[src/stb_pkg.sv]
package stb_pkg;

  // ==========================================================================
  // Register map (byte addresses on the plain register port)
  // ==========================================================================
  localparam logic [7:0] STB_SECONDARY_TIMEBASE_CONTROL_ADDR = 8'h00;
  localparam logic [7:0] STB_PRIMARY_TIMEBASE_CONTROL_ADDR   = 8'h04;
  localparam logic [7:0] STB_SECONDARY_PERIOD_ADDR           = 8'h08;
  localparam logic [7:0] STB_ACTIVE_PERIOD_ADDR              = 8'h0c;
  localparam logic [7:0] STB_IRQ_STATUS_ADDR                 = 8'h10;
  localparam logic [7:0] STB_IRQ_MASK_ADDR                   = 8'h14;

  // ==========================================================================
  // Widths
  // ==========================================================================
  localparam int unsigned STB_ADDR_W = 8;
  localparam int unsigned STB_DATA_W = 16;
  localparam int unsigned STB_CNT_W  = 16;
  localparam int unsigned STB_PS_W   = 4;
  localparam int unsigned STB_SRC_W  = 3;
  localparam int unsigned STB_NSYNC  = 3;
  localparam int unsigned STB_NIRQ   = 4;

  // ==========================================================================
  // Secondary control register fields
  // ==========================================================================
  localparam int unsigned STB_EVT_STATUS_BIT = 12;
  localparam int unsigned STB_EVT_IRQ_EN_BIT = 11;
  localparam int unsigned STB_IMM_UPDATE_BIT = 10;
  localparam int unsigned STB_SPOL_BIT    = 9;
  localparam int unsigned STB_SOEN_BIT    = 8;
  localparam int unsigned STB_SEN_BIT     = 7;
  localparam int unsigned STB_SRC_LSB     = 4;
  localparam int unsigned STB_PS_LSB      = 0;
  localparam logic [15:0] STB_SCTL_WMASK  = 16'h0fff;

  // Primary control register fields
  localparam int unsigned STB_TB_ENABLE_BIT = 15;
  localparam logic [15:0] STB_PCTL_WMASK  = 16'h800f;

  // ==========================================================================
  // Sync source codes
  // ==========================================================================
  localparam logic [2:0] STB_SRC_IN1 = 3'h0;
  localparam logic [2:0] STB_SRC_IN2 = 3'h1;
  localparam logic [2:0] STB_SRC_IN3 = 3'h2;

  // ==========================================================================
  // Interrupt status bits
  // ==========================================================================
  localparam int unsigned STB_IRQ_SEC_EVT  = 0;
  localparam int unsigned STB_IRQ_PRI_EVT  = 1;
  localparam int unsigned STB_IRQ_SEC_WRAP = 2;
  localparam int unsigned STB_IRQ_EXT_SYNC = 3;

  // ==========================================================================
  // Reset values
  // ==========================================================================
  localparam logic [15:0] STB_CTL_RST    = 16'h0000;
  localparam logic [15:0] STB_PERIOD_RST = 16'hffff;
  localparam int unsigned STB_SYNC_PULSE_CYC = 1;

endpackage : stb_pkg

[src/stb_postscaler.sv]
`timescale 1ns/1ns
`default_nettype none

module stb_postscaler
  import stb_pkg::*;
(
  // Clock and reset
  input  wire logic                clock,
  input  wire logic                reset,
  // Control
  input  wire logic [STB_PS_W-1:0] ratio,
  input  wire logic                clear,
  // Events
  input  wire logic                match,
  output logic                     trigger
);

  typedef struct packed {
    logic [STB_PS_W-1:0] count;
    logic                trigger;
  } stb_ps_state_t;

  stb_ps_state_t state_q;
  stb_ps_state_t state_d;

  // Emits one trigger on every (ratio+1)-th match
  always_comb begin
    state_d         = state_q;
    state_d.trigger = 1'b0;
    if (clear) begin
      state_d.count = '0;
    end else if (match) begin
      if (state_q.count >= ratio) begin
        state_d.count   = '0;
        state_d.trigger = 1'b1;
      end else begin
        state_d.count = state_q.count + 4'h1;
      end
    end
  end

  always_ff @(posedge clock or posedge reset) begin
    if (reset) begin
      state_q <= '0;
    end else begin
      state_q <= state_d;
    end
  end

  assign trigger = state_q.trigger;

endmodule : stb_postscaler

`default_nettype wire

[src/stb_timebase.sv]
`timescale 1ns/1ns
`default_nettype none

module stb_timebase
  import stb_pkg::*;
(
  // Clock and reset
  input  wire logic                  clock,
  input  wire logic                  reset,
  // Register port
  input  wire logic [STB_ADDR_W-1:0] reg_addr,
  input  wire logic [STB_DATA_W-1:0] reg_wdata,
  input  wire logic                  reg_write,
  input  wire logic                  reg_read,
  output logic      [STB_DATA_W-1:0] reg_rdata,
  // Time base events
  input  wire logic                  secondary_compare_match,
  input  wire logic                  primary_compare_match,
  input  wire logic                  special_event_ack,
  // Sync pins
  input  wire logic [STB_NSYNC-1:0]  sync_input_n,
  output logic                       secondary_sync_output,
  output logic                       secondary_sync_output_oe,
  // Results
  output logic                       secondary_event_trigger,
  output logic                       primary_event_trigger,
  output logic                       special_event_irq,
  output logic                       irq,
  output logic      [STB_CNT_W-1:0]  secondary_count
);

  // ==========================================================================
  // State
  // ==========================================================================
  typedef struct packed {
    logic [15:0]          sctl;
    logic [15:0]          pctl;
    logic [15:0]          period_buf;
    logic [15:0]          period_act;
    logic                 period_pend;
    logic [STB_CNT_W-1:0] count;
    logic [STB_NIRQ-1:0]  irq_stat;
    logic [STB_NIRQ-1:0]  irq_mask;
    logic                 sync_in_prev;
    logic                 sync_out;
    logic                 sync_oe;
    logic                 se_irq;
    logic                 irq;
    logic [15:0]          rdata;
  } stb_state_t;

  stb_state_t state_q;
  stb_state_t state_d;

  logic sec_trig;
  logic pri_trig;

  // ==========================================================================
  // Postscalers
  // ==========================================================================
  stb_postscaler u_sec_ps (
    .clock   (clock),
    .reset   (reset),
    .ratio   (state_q.sctl[STB_PS_LSB +: STB_PS_W]),
    .clear   (1'b0),
    .match   (secondary_compare_match),
    .trigger (sec_trig)
  );

  stb_postscaler u_pri_ps (
    .clock   (clock),
    .reset   (reset),
    .ratio   (state_q.pctl[STB_PS_LSB +: STB_PS_W]),
    .clear   (~state_q.pctl[STB_TB_ENABLE_BIT]),
    .match   (primary_compare_match),
    .trigger (pri_trig)
  );

  // ==========================================================================
  // Next state
  // ==========================================================================
  logic                 sync_sel;
  logic                 sync_act;
  logic                 sync_edge;
  logic                 wrap;
  logic [STB_NIRQ-1:0]  events;
  logic [STB_NIRQ-1:0]  w1c;
  logic                 wr_sctl;

  always_comb begin
    state_d = state_q;
    wr_sctl = reg_write && (reg_addr == STB_SECONDARY_TIMEBASE_CONTROL_ADDR);

    // Input selection and polarity
    case (state_q.sctl[STB_SRC_LSB +: STB_SRC_W])
      STB_SRC_IN1: sync_sel = sync_input_n[0];
      STB_SRC_IN2: sync_sel = sync_input_n[1];
      STB_SRC_IN3: sync_sel = sync_input_n[2];
      default:     sync_sel = state_q.sctl[STB_SPOL_BIT];      // Reserved codes stay inactive
    endcase
    sync_act  = sync_sel ^ state_q.sctl[STB_SPOL_BIT];
    sync_edge = sync_act && !state_q.sync_in_prev && state_q.sctl[STB_SEN_BIT];
    // History follows the pin even while sync is off, so enabling it fakes no edge
    state_d.sync_in_prev = sync_act;

    // Secondary counter
    wrap = (state_q.count >= state_q.period_act);
    if (sync_edge || wrap) begin
      state_d.count = '0;
    end else begin
      state_d.count = state_q.count + 16'h0001;
    end

    // Period load
    // A write on a boundary wins; without immediate update the new value then waits for the next boundary
    if (reg_write && (reg_addr == STB_SECONDARY_PERIOD_ADDR)) begin
      state_d.period_buf = reg_wdata;
      if (state_q.sctl[STB_IMM_UPDATE_BIT]) begin
        state_d.period_act  = reg_wdata;
        state_d.period_pend = 1'b0;
      end else begin
        state_d.period_pend = 1'b1;
      end
    end else if (state_q.period_pend && (wrap || sync_edge)) begin
      state_d.period_act  = state_q.period_buf;
      state_d.period_pend = 1'b0;
    end

    // Sync output: one cycle active pulse on wrap
    state_d.sync_oe  = state_q.sctl[STB_SOEN_BIT];
    state_d.sync_out = state_q.sctl[STB_SPOL_BIT] ^
                       (wrap && state_q.sctl[STB_SOEN_BIT]);

    // Control registers
    if (wr_sctl) begin
      state_d.sctl = (state_q.sctl & ~STB_SCTL_WMASK) | (reg_wdata & STB_SCTL_WMASK);
    end
    if (reg_write && (reg_addr == STB_PRIMARY_TIMEBASE_CONTROL_ADDR)) begin
      state_d.pctl = reg_wdata & STB_PCTL_WMASK;
    end

    // Special event status: set wins over hardware clear
    if (sec_trig) begin
      state_d.sctl[STB_EVT_STATUS_BIT] = 1'b1;
    end else if (special_event_ack) begin
      state_d.sctl[STB_EVT_STATUS_BIT] = 1'b0;
    end
    state_d.se_irq = state_d.sctl[STB_EVT_STATUS_BIT] &&
                     state_d.sctl[STB_EVT_IRQ_EN_BIT];

    // Sticky interrupt status
    events = '0;
    events[STB_IRQ_SEC_EVT]  = sec_trig && state_q.sctl[STB_EVT_IRQ_EN_BIT];
    events[STB_IRQ_PRI_EVT]  = pri_trig;
    events[STB_IRQ_SEC_WRAP] = wrap;
    events[STB_IRQ_EXT_SYNC] = sync_edge;
    w1c = '0;
    if (reg_write && (reg_addr == STB_IRQ_STATUS_ADDR)) begin
      w1c = reg_wdata[STB_NIRQ-1:0];
    end
    state_d.irq_stat = (state_q.irq_stat & ~w1c) | events;
    if (reg_write && (reg_addr == STB_IRQ_MASK_ADDR)) begin
      state_d.irq_mask = reg_wdata[STB_NIRQ-1:0];
    end
    state_d.irq = |(state_d.irq_stat & state_d.irq_mask);

    // Read data, one cycle later
    state_d.rdata = '0;
    if (reg_read) begin
      case (reg_addr)
        STB_SECONDARY_TIMEBASE_CONTROL_ADDR: state_d.rdata = state_q.sctl;
        STB_PRIMARY_TIMEBASE_CONTROL_ADDR:   state_d.rdata = state_q.pctl;
        STB_SECONDARY_PERIOD_ADDR:           state_d.rdata = state_q.period_buf;
        STB_ACTIVE_PERIOD_ADDR:              state_d.rdata = state_q.period_act;
        STB_IRQ_STATUS_ADDR:                 state_d.rdata = {12'h000, state_q.irq_stat};
        STB_IRQ_MASK_ADDR:                   state_d.rdata = {12'h000, state_q.irq_mask};
        default:                             state_d.rdata = '0;
      endcase
    end
  end

  always_ff @(posedge clock or posedge reset) begin
    if (reset) begin
      state_q            <= '0;
      state_q.period_buf <= STB_PERIOD_RST;
      state_q.period_act <= STB_PERIOD_RST;
      state_q.sctl       <= STB_CTL_RST;
      state_q.pctl       <= STB_CTL_RST;
    end else begin
      state_q <= state_d;
    end
  end

  // ==========================================================================
  // Outputs
  // ==========================================================================
  assign reg_rdata                = state_q.rdata;
  assign secondary_sync_output    = state_q.sync_out;
  assign secondary_sync_output_oe = state_q.sync_oe;
  assign secondary_event_trigger  = sec_trig;
  assign primary_event_trigger    = pri_trig;
  assign special_event_irq        = state_q.se_irq;
  assign irq                      = state_q.irq;
  assign secondary_count          = state_q.count;

  // ==========================================================================
  // Checks
  // ==========================================================================
  property p_irq_req;
    @(posedge clock) disable iff (reset)
      special_event_irq == (state_q.sctl[STB_EVT_STATUS_BIT] && state_q.sctl[STB_EVT_IRQ_EN_BIT]);
  endproperty
  a_irq_req: assert property (p_irq_req) else $error("special event irq mismatch");

  property p_stat_set;
    @(posedge clock) disable iff (reset)
      sec_trig |=> state_q.sctl[STB_EVT_STATUS_BIT];
  endproperty
  a_stat_set: assert property (p_stat_set) else $error("status flag not set");

  property p_irq_off;
    @(posedge clock) disable iff (reset)
      !state_q.sctl[STB_EVT_IRQ_EN_BIT] && !state_d.sctl[STB_EVT_IRQ_EN_BIT] |=> !special_event_irq;
  endproperty
  a_irq_off: assert property (p_irq_off) else $error("irq while disabled");

  property p_imm_period;
    @(posedge clock) disable iff (reset)
      reg_write && reg_addr == STB_SECONDARY_PERIOD_ADDR && state_q.sctl[STB_IMM_UPDATE_BIT]
      |=> state_q.period_act == $past(reg_wdata);
  endproperty
  a_imm_period: assert property (p_imm_period) else $error("immediate period not loaded");

  property p_defer_period;
    @(posedge clock) disable iff (reset)
      reg_write && reg_addr == STB_SECONDARY_PERIOD_ADDR && !state_q.sctl[STB_IMM_UPDATE_BIT]
      |=> state_q.period_act == $past(state_q.period_act);
  endproperty
  a_defer_period: assert property (p_defer_period) else $error("period loaded early");

  property p_oe;
    @(posedge clock) disable iff (reset)
      ##1 secondary_sync_output_oe == $past(state_q.sctl[STB_SOEN_BIT]);
  endproperty
  a_oe: assert property (p_oe) else $error("sync output enable mismatch");

  property p_idle_level;
    @(posedge clock) disable iff (reset)
      !state_q.sctl[STB_SOEN_BIT] |=> secondary_sync_output == $past(state_q.sctl[STB_SPOL_BIT]);
  endproperty
  a_idle_level: assert property (p_idle_level) else $error("sync output not idle");

  property p_no_ext;
    @(posedge clock) disable iff (reset)
      !state_q.sctl[STB_SEN_BIT] && !wrap |=> state_q.count == $past(state_q.count) + 16'h0001;
  endproperty
  a_no_ext: assert property (p_no_ext) else $error("counter reset without sync enable");

  property p_reserved;
    @(posedge clock) disable iff (reset)
      state_q.sctl[STB_SRC_LSB +: STB_SRC_W] > STB_SRC_IN3 |-> !sync_edge;
  endproperty
  a_reserved: assert property (p_reserved) else $error("sync from reserved source");

  property p_boundary_load;
    @(posedge clock) disable iff (reset)
      state_q.period_pend && wrap && !(reg_write && reg_addr == STB_SECONDARY_PERIOD_ADDR)
      |=> state_q.period_act == $past(state_q.period_buf);
  endproperty
  a_boundary_load: assert property (p_boundary_load) else $error("period not loaded at boundary");

  property p_stat_clr;
    @(posedge clock) disable iff (reset)
      special_event_ack && !sec_trig
      |=> !state_q.sctl[STB_EVT_STATUS_BIT];
  endproperty
  a_stat_clr: assert property (p_stat_clr) else $error("status flag not cleared");

  // Sync pin checks
  property p_sync_pulse;
    @(posedge clock) disable iff (reset)
      state_q.sctl[STB_SOEN_BIT] && wrap
      |=> secondary_sync_output != $past(state_q.sctl[STB_SPOL_BIT]);
  endproperty
  a_sync_pulse: assert property (p_sync_pulse) else $error("sync output pulse missing");

  property p_sync_restart;
    @(posedge clock) disable iff (reset)
      state_q.sctl[STB_SEN_BIT] && sync_act && !state_q.sync_in_prev
      |=> secondary_count == '0;
  endproperty
  a_sync_restart: assert property (p_sync_restart) else $error("counter not restarted by sync");

  property p_sel_input;
    @(posedge clock) disable iff (reset)
      state_q.sctl[STB_SEN_BIT] && state_q.sctl[STB_SRC_LSB +: STB_SRC_W] == STB_SRC_IN2 &&
      sync_input_n[1] != state_q.sctl[STB_SPOL_BIT] && !state_q.sync_in_prev
      |=> secondary_count == '0;
  endproperty
  a_sel_input: assert property (p_sel_input) else $error("second sync input not followed");

  // Postscaler checks
  property p_sec_one;
    @(posedge clock) disable iff (reset)
      secondary_compare_match && state_q.sctl[STB_PS_LSB +: STB_PS_W] == 4'h0
      |=> secondary_event_trigger;
  endproperty
  a_sec_one: assert property (p_sec_one) else $error("secondary trigger missing at ratio one");

  property p_sec_origin;
    @(posedge clock) disable iff (reset)
      secondary_event_trigger
      |-> $past(secondary_compare_match);
  endproperty
  a_sec_origin: assert property (p_sec_origin) else $error("secondary trigger without match");

  property p_pri_one;
    @(posedge clock) disable iff (reset)
      primary_compare_match && state_q.pctl[STB_TB_ENABLE_BIT] && state_q.pctl[STB_PS_LSB +: STB_PS_W] == 4'h0
      |=> primary_event_trigger;
  endproperty
  a_pri_one: assert property (p_pri_one) else $error("primary trigger missing at ratio one");

  property p_pri_hold;
    @(posedge clock) disable iff (reset)
      !state_q.pctl[STB_TB_ENABLE_BIT]
      |=> !primary_event_trigger;
  endproperty
  a_pri_hold: assert property (p_pri_hold) else $error("primary trigger while time base off");

endmodule : stb_timebase

`default_nettype wire

[config.mk]
export PLATFORM = sky130hd
export DESIGN_NAME = stb_timebase
export DESIGN_NICKNAME = d
export VERILOG_FILES = /design/src/stb_pkg.sv /design/src/stb_postscaler.sv /design/src/stb_timebase.sv
export SDC_FILE = /design/constraint.sdc
export NUM_CORES = 1
export LEC_CHECK = 0
export BUFFER_PORTS_ARGS = -buffer_cell sky130_fd_sc_hd__buf_2
export CAP_MARGIN = 0
export CORE_MARGIN = 5
export CORE_UTILIZATION = 59
export CTS_CLUSTER_SIZE = 20
export DETAILED_ROUTE_END_ITERATION = 8
export PLACE_DENSITY = 0.81
export SYNTH_ARGS = -nofsm -noshare
export SYNTH_HDL_FRONTEND = slang
export SYNTH_SLANG_ARGS = --single-unit
[constraint.sdc]
create_clock -name clock -period 4.7 [get_ports clock]
set_clock_uncertainty 0.2 [all_clocks]
set_input_delay 0.94 -clock clock [delete_from_list [all_inputs] [get_ports clock]]
set_output_delay 0.94 -clock clock [all_outputs]
set_load 0.05 [all_outputs]
==> flow_metrics.env, run 1 <==
export IMPL_synth_edf_count=0
export IMPL_rsz0062_at_grt="no"
export IMPL_die_area_mm2=0.0120
export IMPL_numCtsBuffers=9
export IMPL_placed_cells=702
export IMPL_grt_use_met2=0.367
export IMPL_ir_drop_mv=0.292
export IMPL_crit_slowest_cell="or3_1"
export IMPL_drtPass1Iterations=6
export IMPL_drive_above_1_share=0.297
export IMPL_rrSetupSlack_ns=1.57
export IMPL_cts_buffer_depth=2
export IMPL_vias=4330
export IMPL_hp_class="register to register"
export IMPL_synth_mux_area_frac=0.0747
export IMPL_cts_hold_buf=0
export IMPL_post_cts_buffers=0
export IMPL_worstReg2RegStart="state_q[52]$_DFFE_PP1P_"
export IMPL_io_pins=72
export IMPL_clock_latency_ns=0.37
export IMPL_min_delay_start="state_d[18]$_DFFE_PP0P_"
export IMPL_critPathMaxFanout=20
export IMPL_hpwl_um=9260
export IMPL_critPathMaxStageDelay_ns=0.69
export IMPL_synth_top_family_by_area="simple AND/OR/NAND/NOR gates"
export IMPL_synth_xor_area_frac=0.0315
export IMPL_layout_worst_path_cycle_share=0.667
export IMPL_track_usage=0.229
export IMPL_synth_area_per_cell_um2=10.7
export IMPL_drc=0
export IMPL_io_buffer_count=71
export IMPL_ys_ff_latch=106
export IMPL_syn_nets=608
export IMPL_drt_wl_total_um=13100
export IMPL_path_cells="inv_1, ha_1, a41o_1, a21oi_1, or3_1, a41o_1, a211oi_1"
export IMPL_grt_max_degree=87
export IMPL_clk_pin_slew_ns=0.10
export IMPL_area_growth_pct=7.04
export IMPL_r2r_cells=7
export IMPL_crit_type="register to register"
export IMPL_setup_tns_ns=0
export IMPL_core_mm2=0.00973
export IMPL_cts_tree="yes"
export IMPL_grt_remaining_overflow=0
export IMPL_grt_use_met1=0.315
export IMPL_endpoint_kind="register"
export IMPL_antenna_found_initial=0
export IMPL_slew_limit_headroom=0.336
export IMPL_cts_max_level=3
export IMPL_synthArstFlopShare=1.00
export IMPL_synth_compound_area_frac=0.141
export IMPL_setup_viol=0
export IMPL_whs_path_depth=0
export IMPL_fin_nets=641
export IMPL_maxCapViolations=0
export IMPL_final_cell_count_no_fill=718
export IMPL_initial_core_util=0.601
export IMPL_final_cell_mix="dfrtp_1 (74), buf_2 (71), nor2_1 (68)"
export IMPL_tightest_slew_ns=0.996
export IMPL_drv_slew=0
export IMPL_status="finished, final reports clean"
export IMPL_period_minus_slack_ns=3.13
export IMPL_synth_simple_area_share=0.149
export IMPL_finalHoldViolations=0
export IMPL_use_met3=0.0352
export IMPL_placementRows=36
export IMPL_start_kind="register"
export IMPL_synthDistinctLibCells=60
export IMPL_p_leak_uw=0.00286
export IMPL_die_h_um=110
export IMPL_synthFlopType="dfrtp_1"
export IMPL_cp_required_ns=4.77
export IMPL_n_antenna_cell=0
export IMPL_die_w_um=110
export IMPL_r2r_end="state_q[51]$_DFFE_PP1P_"
export IMPL_holdPathEnd="secondary_sync_output_oe$_DFF_PP0_"
export IMPL_worst_ep_arrival_time_ns=3.20
export IMPL_yosysWarnings=0
export IMPL_place_gp_congestion=0.891
export IMPL_ys_seq_area_frac=0.461
export IMPL_critPathMostFrequentCell="a41o_1"
export IMPL_wl_per_cell_um=18.2
export IMPL_grt_pass1_vias=4250
export IMPL_post_cts_resized=0
export IMPL_ant_nets=0
export IMPL_drt_iter0_drc=402
export IMPL_busiest_layer="met2"
export IMPL_via_per_inst=6.03
export IMPL_syn_inst=547
export IMPL_syn_area_mm2=0.00585
export IMPL_clock_fmax_mhz=319
export IMPL_grt_pass1_wl_um=21300
export IMPL_layout_commonest_cell="dfrtp_1"
export IMPL_synthAdderAreaFrac=0.0578
export IMPL_powerDensity_mw_per_mm2=357
export IMPL_clock_root_buffer="clkbuf_8"
export IMPL_clock_sinks=106
layer usage:
layer	wire (um)	share of wire
met1	5730	0.44
met2	6150	0.47
met3	897	0.069
met4	289	0.022
met5	0	0
kinds of logic after synthesis:
group | Yosys count
xor+xnor | 21
compound gates | 106
fa+ha+maj | 27
flops | 106
buf+inv | 91
simple gates | 160
mux | 36
synthesized netlist by cell type (3+ instances only):
cell / instances / area (um^2)
a222oi_1: 10 / 100
xnor2_1: 11 / 96.3
and3_1: 3 / 18.8
o21ai_0: 7 / 35.0
nor3_1: 4 / 20.0
clkbuf_1: 9 / 33.8
nor2b_1: 5 / 31.3
inv_1: 35 / 131
a21o_1: 8 / 60.1
mux2_4: 9 / 135
and2_1: 3 / 18.8
mux2_2: 25 / 282
nor2_1: 68 / 255
nand2_1: 18 / 67.6
o21a_1: 3 / 22.5
buf_4: 35 / 263
nand4_1: 11 / 68.8
xor2_1: 10 / 87.6
buf_2: 9 / 45.0
a21oi_1: 9 / 45.0
ha_1: 27 / 338
a22oi_1: 10 / 75.1
a22o_1: 6 / 52.6
dfrtp_1: 74 / 1850
a31oi_1: 6 / 37.5
nand2b_1: 21 / 131
a41oi_1: 16 / 140
a211oi_1: 17 / 128
dfstp_2: 32 / 841
nand3_1: 9 / 45.0
final cells by class:
type | instances | area, um^2
clock buffers | 15 | 198
clock inverters | 1 | 5.00
repair buffers | 78 | 408
fillers | 790 | 3470
well taps | 133 | 166
flip-flops and latches | 106 | 2690
multi-input cells | 350 | 2660
inverters | 35 | 134
power by group:
part / internal, uW / leakage, uW / total (uW) / switching (uW)
combinational: 204 / 0.00142 / 562 / 358
sequential: 1020 / 0.00133 / 1110 / 88.6
clock: 269 / 0.000105 / 565 / 296
worst max-delay path by stage:
stage	startpoint	endpoint	slack, ns
floorplan	reset	irq$_DFF_PP0_	0.82
global placement	reg_addr[1]	special_event_irq$_DFF_PP0_	1.39
detailed placement	reg_addr[1]	special_event_irq$_DFF_PP0_	1.35
CTS	state_q[52]$_DFFE_PP1P_	state_q[46]$_DFFE_PP1P_	1.59
global route	state_q[52]$_DFFE_PP1P_	state_q[58]$_DFFE_PP1P_	1.47
finish	state_q[52]$_DFFE_PP1P_	state_q[51]$_DFFE_PP1P_	1.57
metrics by stage:
stage | instance area, um^2 | util | hold slack [ns] | total power [uW] | worst slack, ns
2_1_floorplan | 5850 | - | 0.193 | 1550 | 0.824
3_3_place_gp | 6060 | 0.622 | 0.223 | 1650 | 1.39
3_5_place_dp | 6060 | 0.622 | 0.232 | 1680 | 1.35
4_1_cts | 6260 | 0.643 | 0.254 | 2240 | 1.59
5_1_grt | 6260 | 0.643 | 0.276 | 2350 | 1.47
6_report | 6260 | 0.643 | 0.253 | 2230 | 1.57
flip-flops by register name, summed over array words and instances (netlist names):
name	cells
u_sec_ps.state_q	4
secondary_sync_output	1
irq	1
special_event_irq	1
secondary_count	16
u_sec_ps.trigger	1
u_pri_ps.state_q	4
secondary_sync_output_oe	1
state_q	59
u_pri_ps.trigger	1
state_d	1
reg_rdata	16
critical path, delay by kind of cell, from the launching register on:
kind	cells	cell delay, ns
flip-flops	1	0.58
AND/OR/NAND/NOR	1	0.69
adder cells (fa/ha/maj)	1	0.30
AO/OA/AOI/OAI	4	1.20
buffers and inverters	1	0.05
Note: power is estimated with default switching activity, not from simulation.
==> inputs of run 2 (changes only) <==
==> constraint.sdc (replaced) <==
create_clock -name clock -period 3.14 [get_ports clock]
set_clock_uncertainty 0.2 [all_clocks]
set_input_delay 0.628 -clock clock [delete_from_list [all_inputs] [get_ports clock]]
set_output_delay 0.628 -clock clock [all_outputs]
set_load 0.05 [all_outputs]
==> run 2 against run 1 <==
  * Sequential share of layout area is 0.63 points lower
  * Count of clock-buffer cells in the layout fell by 2
  * Global-route usage increased by 1.1 points
  * Setup slack lost 1.4 ns
  * Combinational power grew 52%
  * Utilization increased by 0.95 points
  * Clock power increased by 53%
  * Cell area rose by 1.5%
  * Critical path type unchanged
  * Largest power group unchanged
==> flow_metrics.env, run 2 (synthesized netlist as in run 1, its figures left out) <==
export IMPL_status="finished, final reports clean"
export IMPL_post_cts_buffers=0
export IMPL_fin_nets=652
export IMPL_largest_register_ffs=59
export IMPL_clock_fmax_mhz=342
export IMPL_drt_wl_total_um=13300
export IMPL_die_w_um=110
export IMPL_clock_latency_ns=0.38
export IMPL_cts_buffer_depth=2
export IMPL_maxCapViolations=0
export IMPL_p_clk_frac=0.255
export IMPL_p_switching_uw=1110
export IMPL_r2r_end="state_q[45]$_DFFE_PP0P_"
export IMPL_grt_remaining_overflow=0
export IMPL_endpoint_kind="register"
export IMPL_drc=0
export IMPL_rrSetupSlack_ns=0.21
export IMPL_layout_worst_path_cycle_share=0.932
export IMPL_hp_class="input port to asynchronous set/reset pin"
export IMPL_start_kind="register"
export IMPL_worstReg2RegStart="state_q[46]$_DFFE_PP1P_"
export IMPL_wl_per_cell_um=18.2
export IMPL_drt_iter0_drc=285
export IMPL_place_gp_congestion=0.915
export IMPL_die_h_um=110
export IMPL_setup_viol=0
export IMPL_placementRows=36
export IMPL_worst_ep_arrival_time_ns=3.02
export IMPL_rsz0062_at_grt="no"
export IMPL_antenna_found_initial=0
export IMPL_clock_root_buffer="clkbuf_8"
export IMPL_track_usage=0.240
export IMPL_io_pins=72
export IMPL_crit_type="register to register"
export IMPL_pwr_share_seq=0.491
export IMPL_ant_nets=0
export IMPL_grt_max_degree=74
export IMPL_setup_tns_ns=0
export IMPL_grt_pass1_vias=4336
export IMPL_ir_drop_mv=0.326
export IMPL_layout_commonest_cell="dfrtp_1"
export IMPL_comb_power_share=0.254
export IMPL_slew_limit_headroom=0.582
export IMPL_tightest_slew_ns=0.627
export IMPL_vias=4361
export IMPL_post_cts_resized=0
export IMPL_core_mm2=0.00973
export IMPL_design_area_mm2=0.00635
export IMPL_drive_above_1_share=0.310
export IMPL_final_cell_mix="dfrtp_1 (74), buf_2 (71), nor2_1 (68)"
export IMPL_numCtsBuffers=9
export IMPL_powerDensity_mw_per_mm2=531
export IMPL_drtPass1Iterations=4
export IMPL_p_int_uw=2260
export IMPL_io_buffer_count=71
export IMPL_n_antenna_cell=0
export IMPL_initial_core_util=0.601
export IMPL_cp_required_ns=3.23
export IMPL_cts_hold_buf=0
export IMPL_via_per_inst=5.98
export IMPL_clock_sinks=106
export IMPL_clk_pin_slew_ns=0.09
export IMPL_period_minus_slack_ns=2.93
export IMPL_drv_slew=0
export IMPL_cts_max_level=3
export IMPL_critPathMaxFanout=17
export IMPL_area_growth_pct=8.62
export IMPL_finalHoldViolations=0
export IMPL_placed_area_mm2=0.00615
export IMPL_power_uw=3370
export IMPL_grt_pass1_wl_um=22200
export IMPL_r2r_cells=7
export IMPL_hpwl_um=9720
export IMPL_p_leak_uw=0.00291
export IMPL_regMostFlops="state_q"
export IMPL_whs_ns=0.138
export IMPL_sw_frac_of_total=0.330
export IMPL_cts_tree="yes"
export IMPL_die_area_mm2=0.0120
==> run 2: cell type report <==
type	instances	area, um^2
Tap cell	133	166
Multi-Input combinational cell	350	2660
Timing Repair Buffer	89	503
Inverter	35	135
Clock buffer	13	159
Sequential cell	106	2690
Clock inverter	3	40.0
Fill cell	760	3380
==> run 2: per-layer routing <==
metal	share of wire	GRT usage	wire length [um]
met5	0	0	0
met4	0.028	0.0899	366
met2	0.49	0.390	6440
met1	0.41	0.314	5450
met3	0.077	0.0546	1020
==> run 2: worst max path at each step <==
stage | from | endpoint | cells past startpoint
floorplan | state_q[46]$_DFFE_PP1P_ | irq$_DFF_PP0_ | 7
global placement | state_q[46]$_DFFE_PP1P_ | state_q[45]$_DFFE_PP0P_ | 7
detailed placement | state_q[46]$_DFFE_PP1P_ | state_q[45]$_DFFE_PP0P_ | 7
CTS | state_q[46]$_DFFE_PP1P_ | state_q[45]$_DFFE_PP0P_ | 7
global route | state_q[46]$_DFFE_PP1P_ | state_q[45]$_DFFE_PP0P_ | 7
finish | state_q[46]$_DFFE_PP1P_ | state_q[45]$_DFFE_PP0P_ | 7
==> run 2: per-stage QoR <==
stage	util	setup WS, ns	cells
global placement	0.632	0.414	713
global route	0.653	0.0359	729
floorplan	-	0.611	547
finish	0.653	0.214	729
CTS	0.653	0.221	729
detailed placement	0.632	0.236	713
==> run 2: power by group through the flow <==
stage	combinational [uW]	sequential, uW	clock, uW
2_1_floorplan	667	1660	0
3_3_place_gp	820	1670	0
3_5_place_dp	853	1680	0
4_1_cts	861	1650	869
5_1_grt	963	1670	936
6_report	856	1660	862
==> run 2: critical path: stages, from the launching register on <==
cell	delay, ns
dfstp_2	0.56
ha_1	0.22
nand2b_1	0.15
a2111o_1	0.43
a311oi_2	0.49
buf_4	0.30
nand4_4	0.26
o22ai_1	0.23
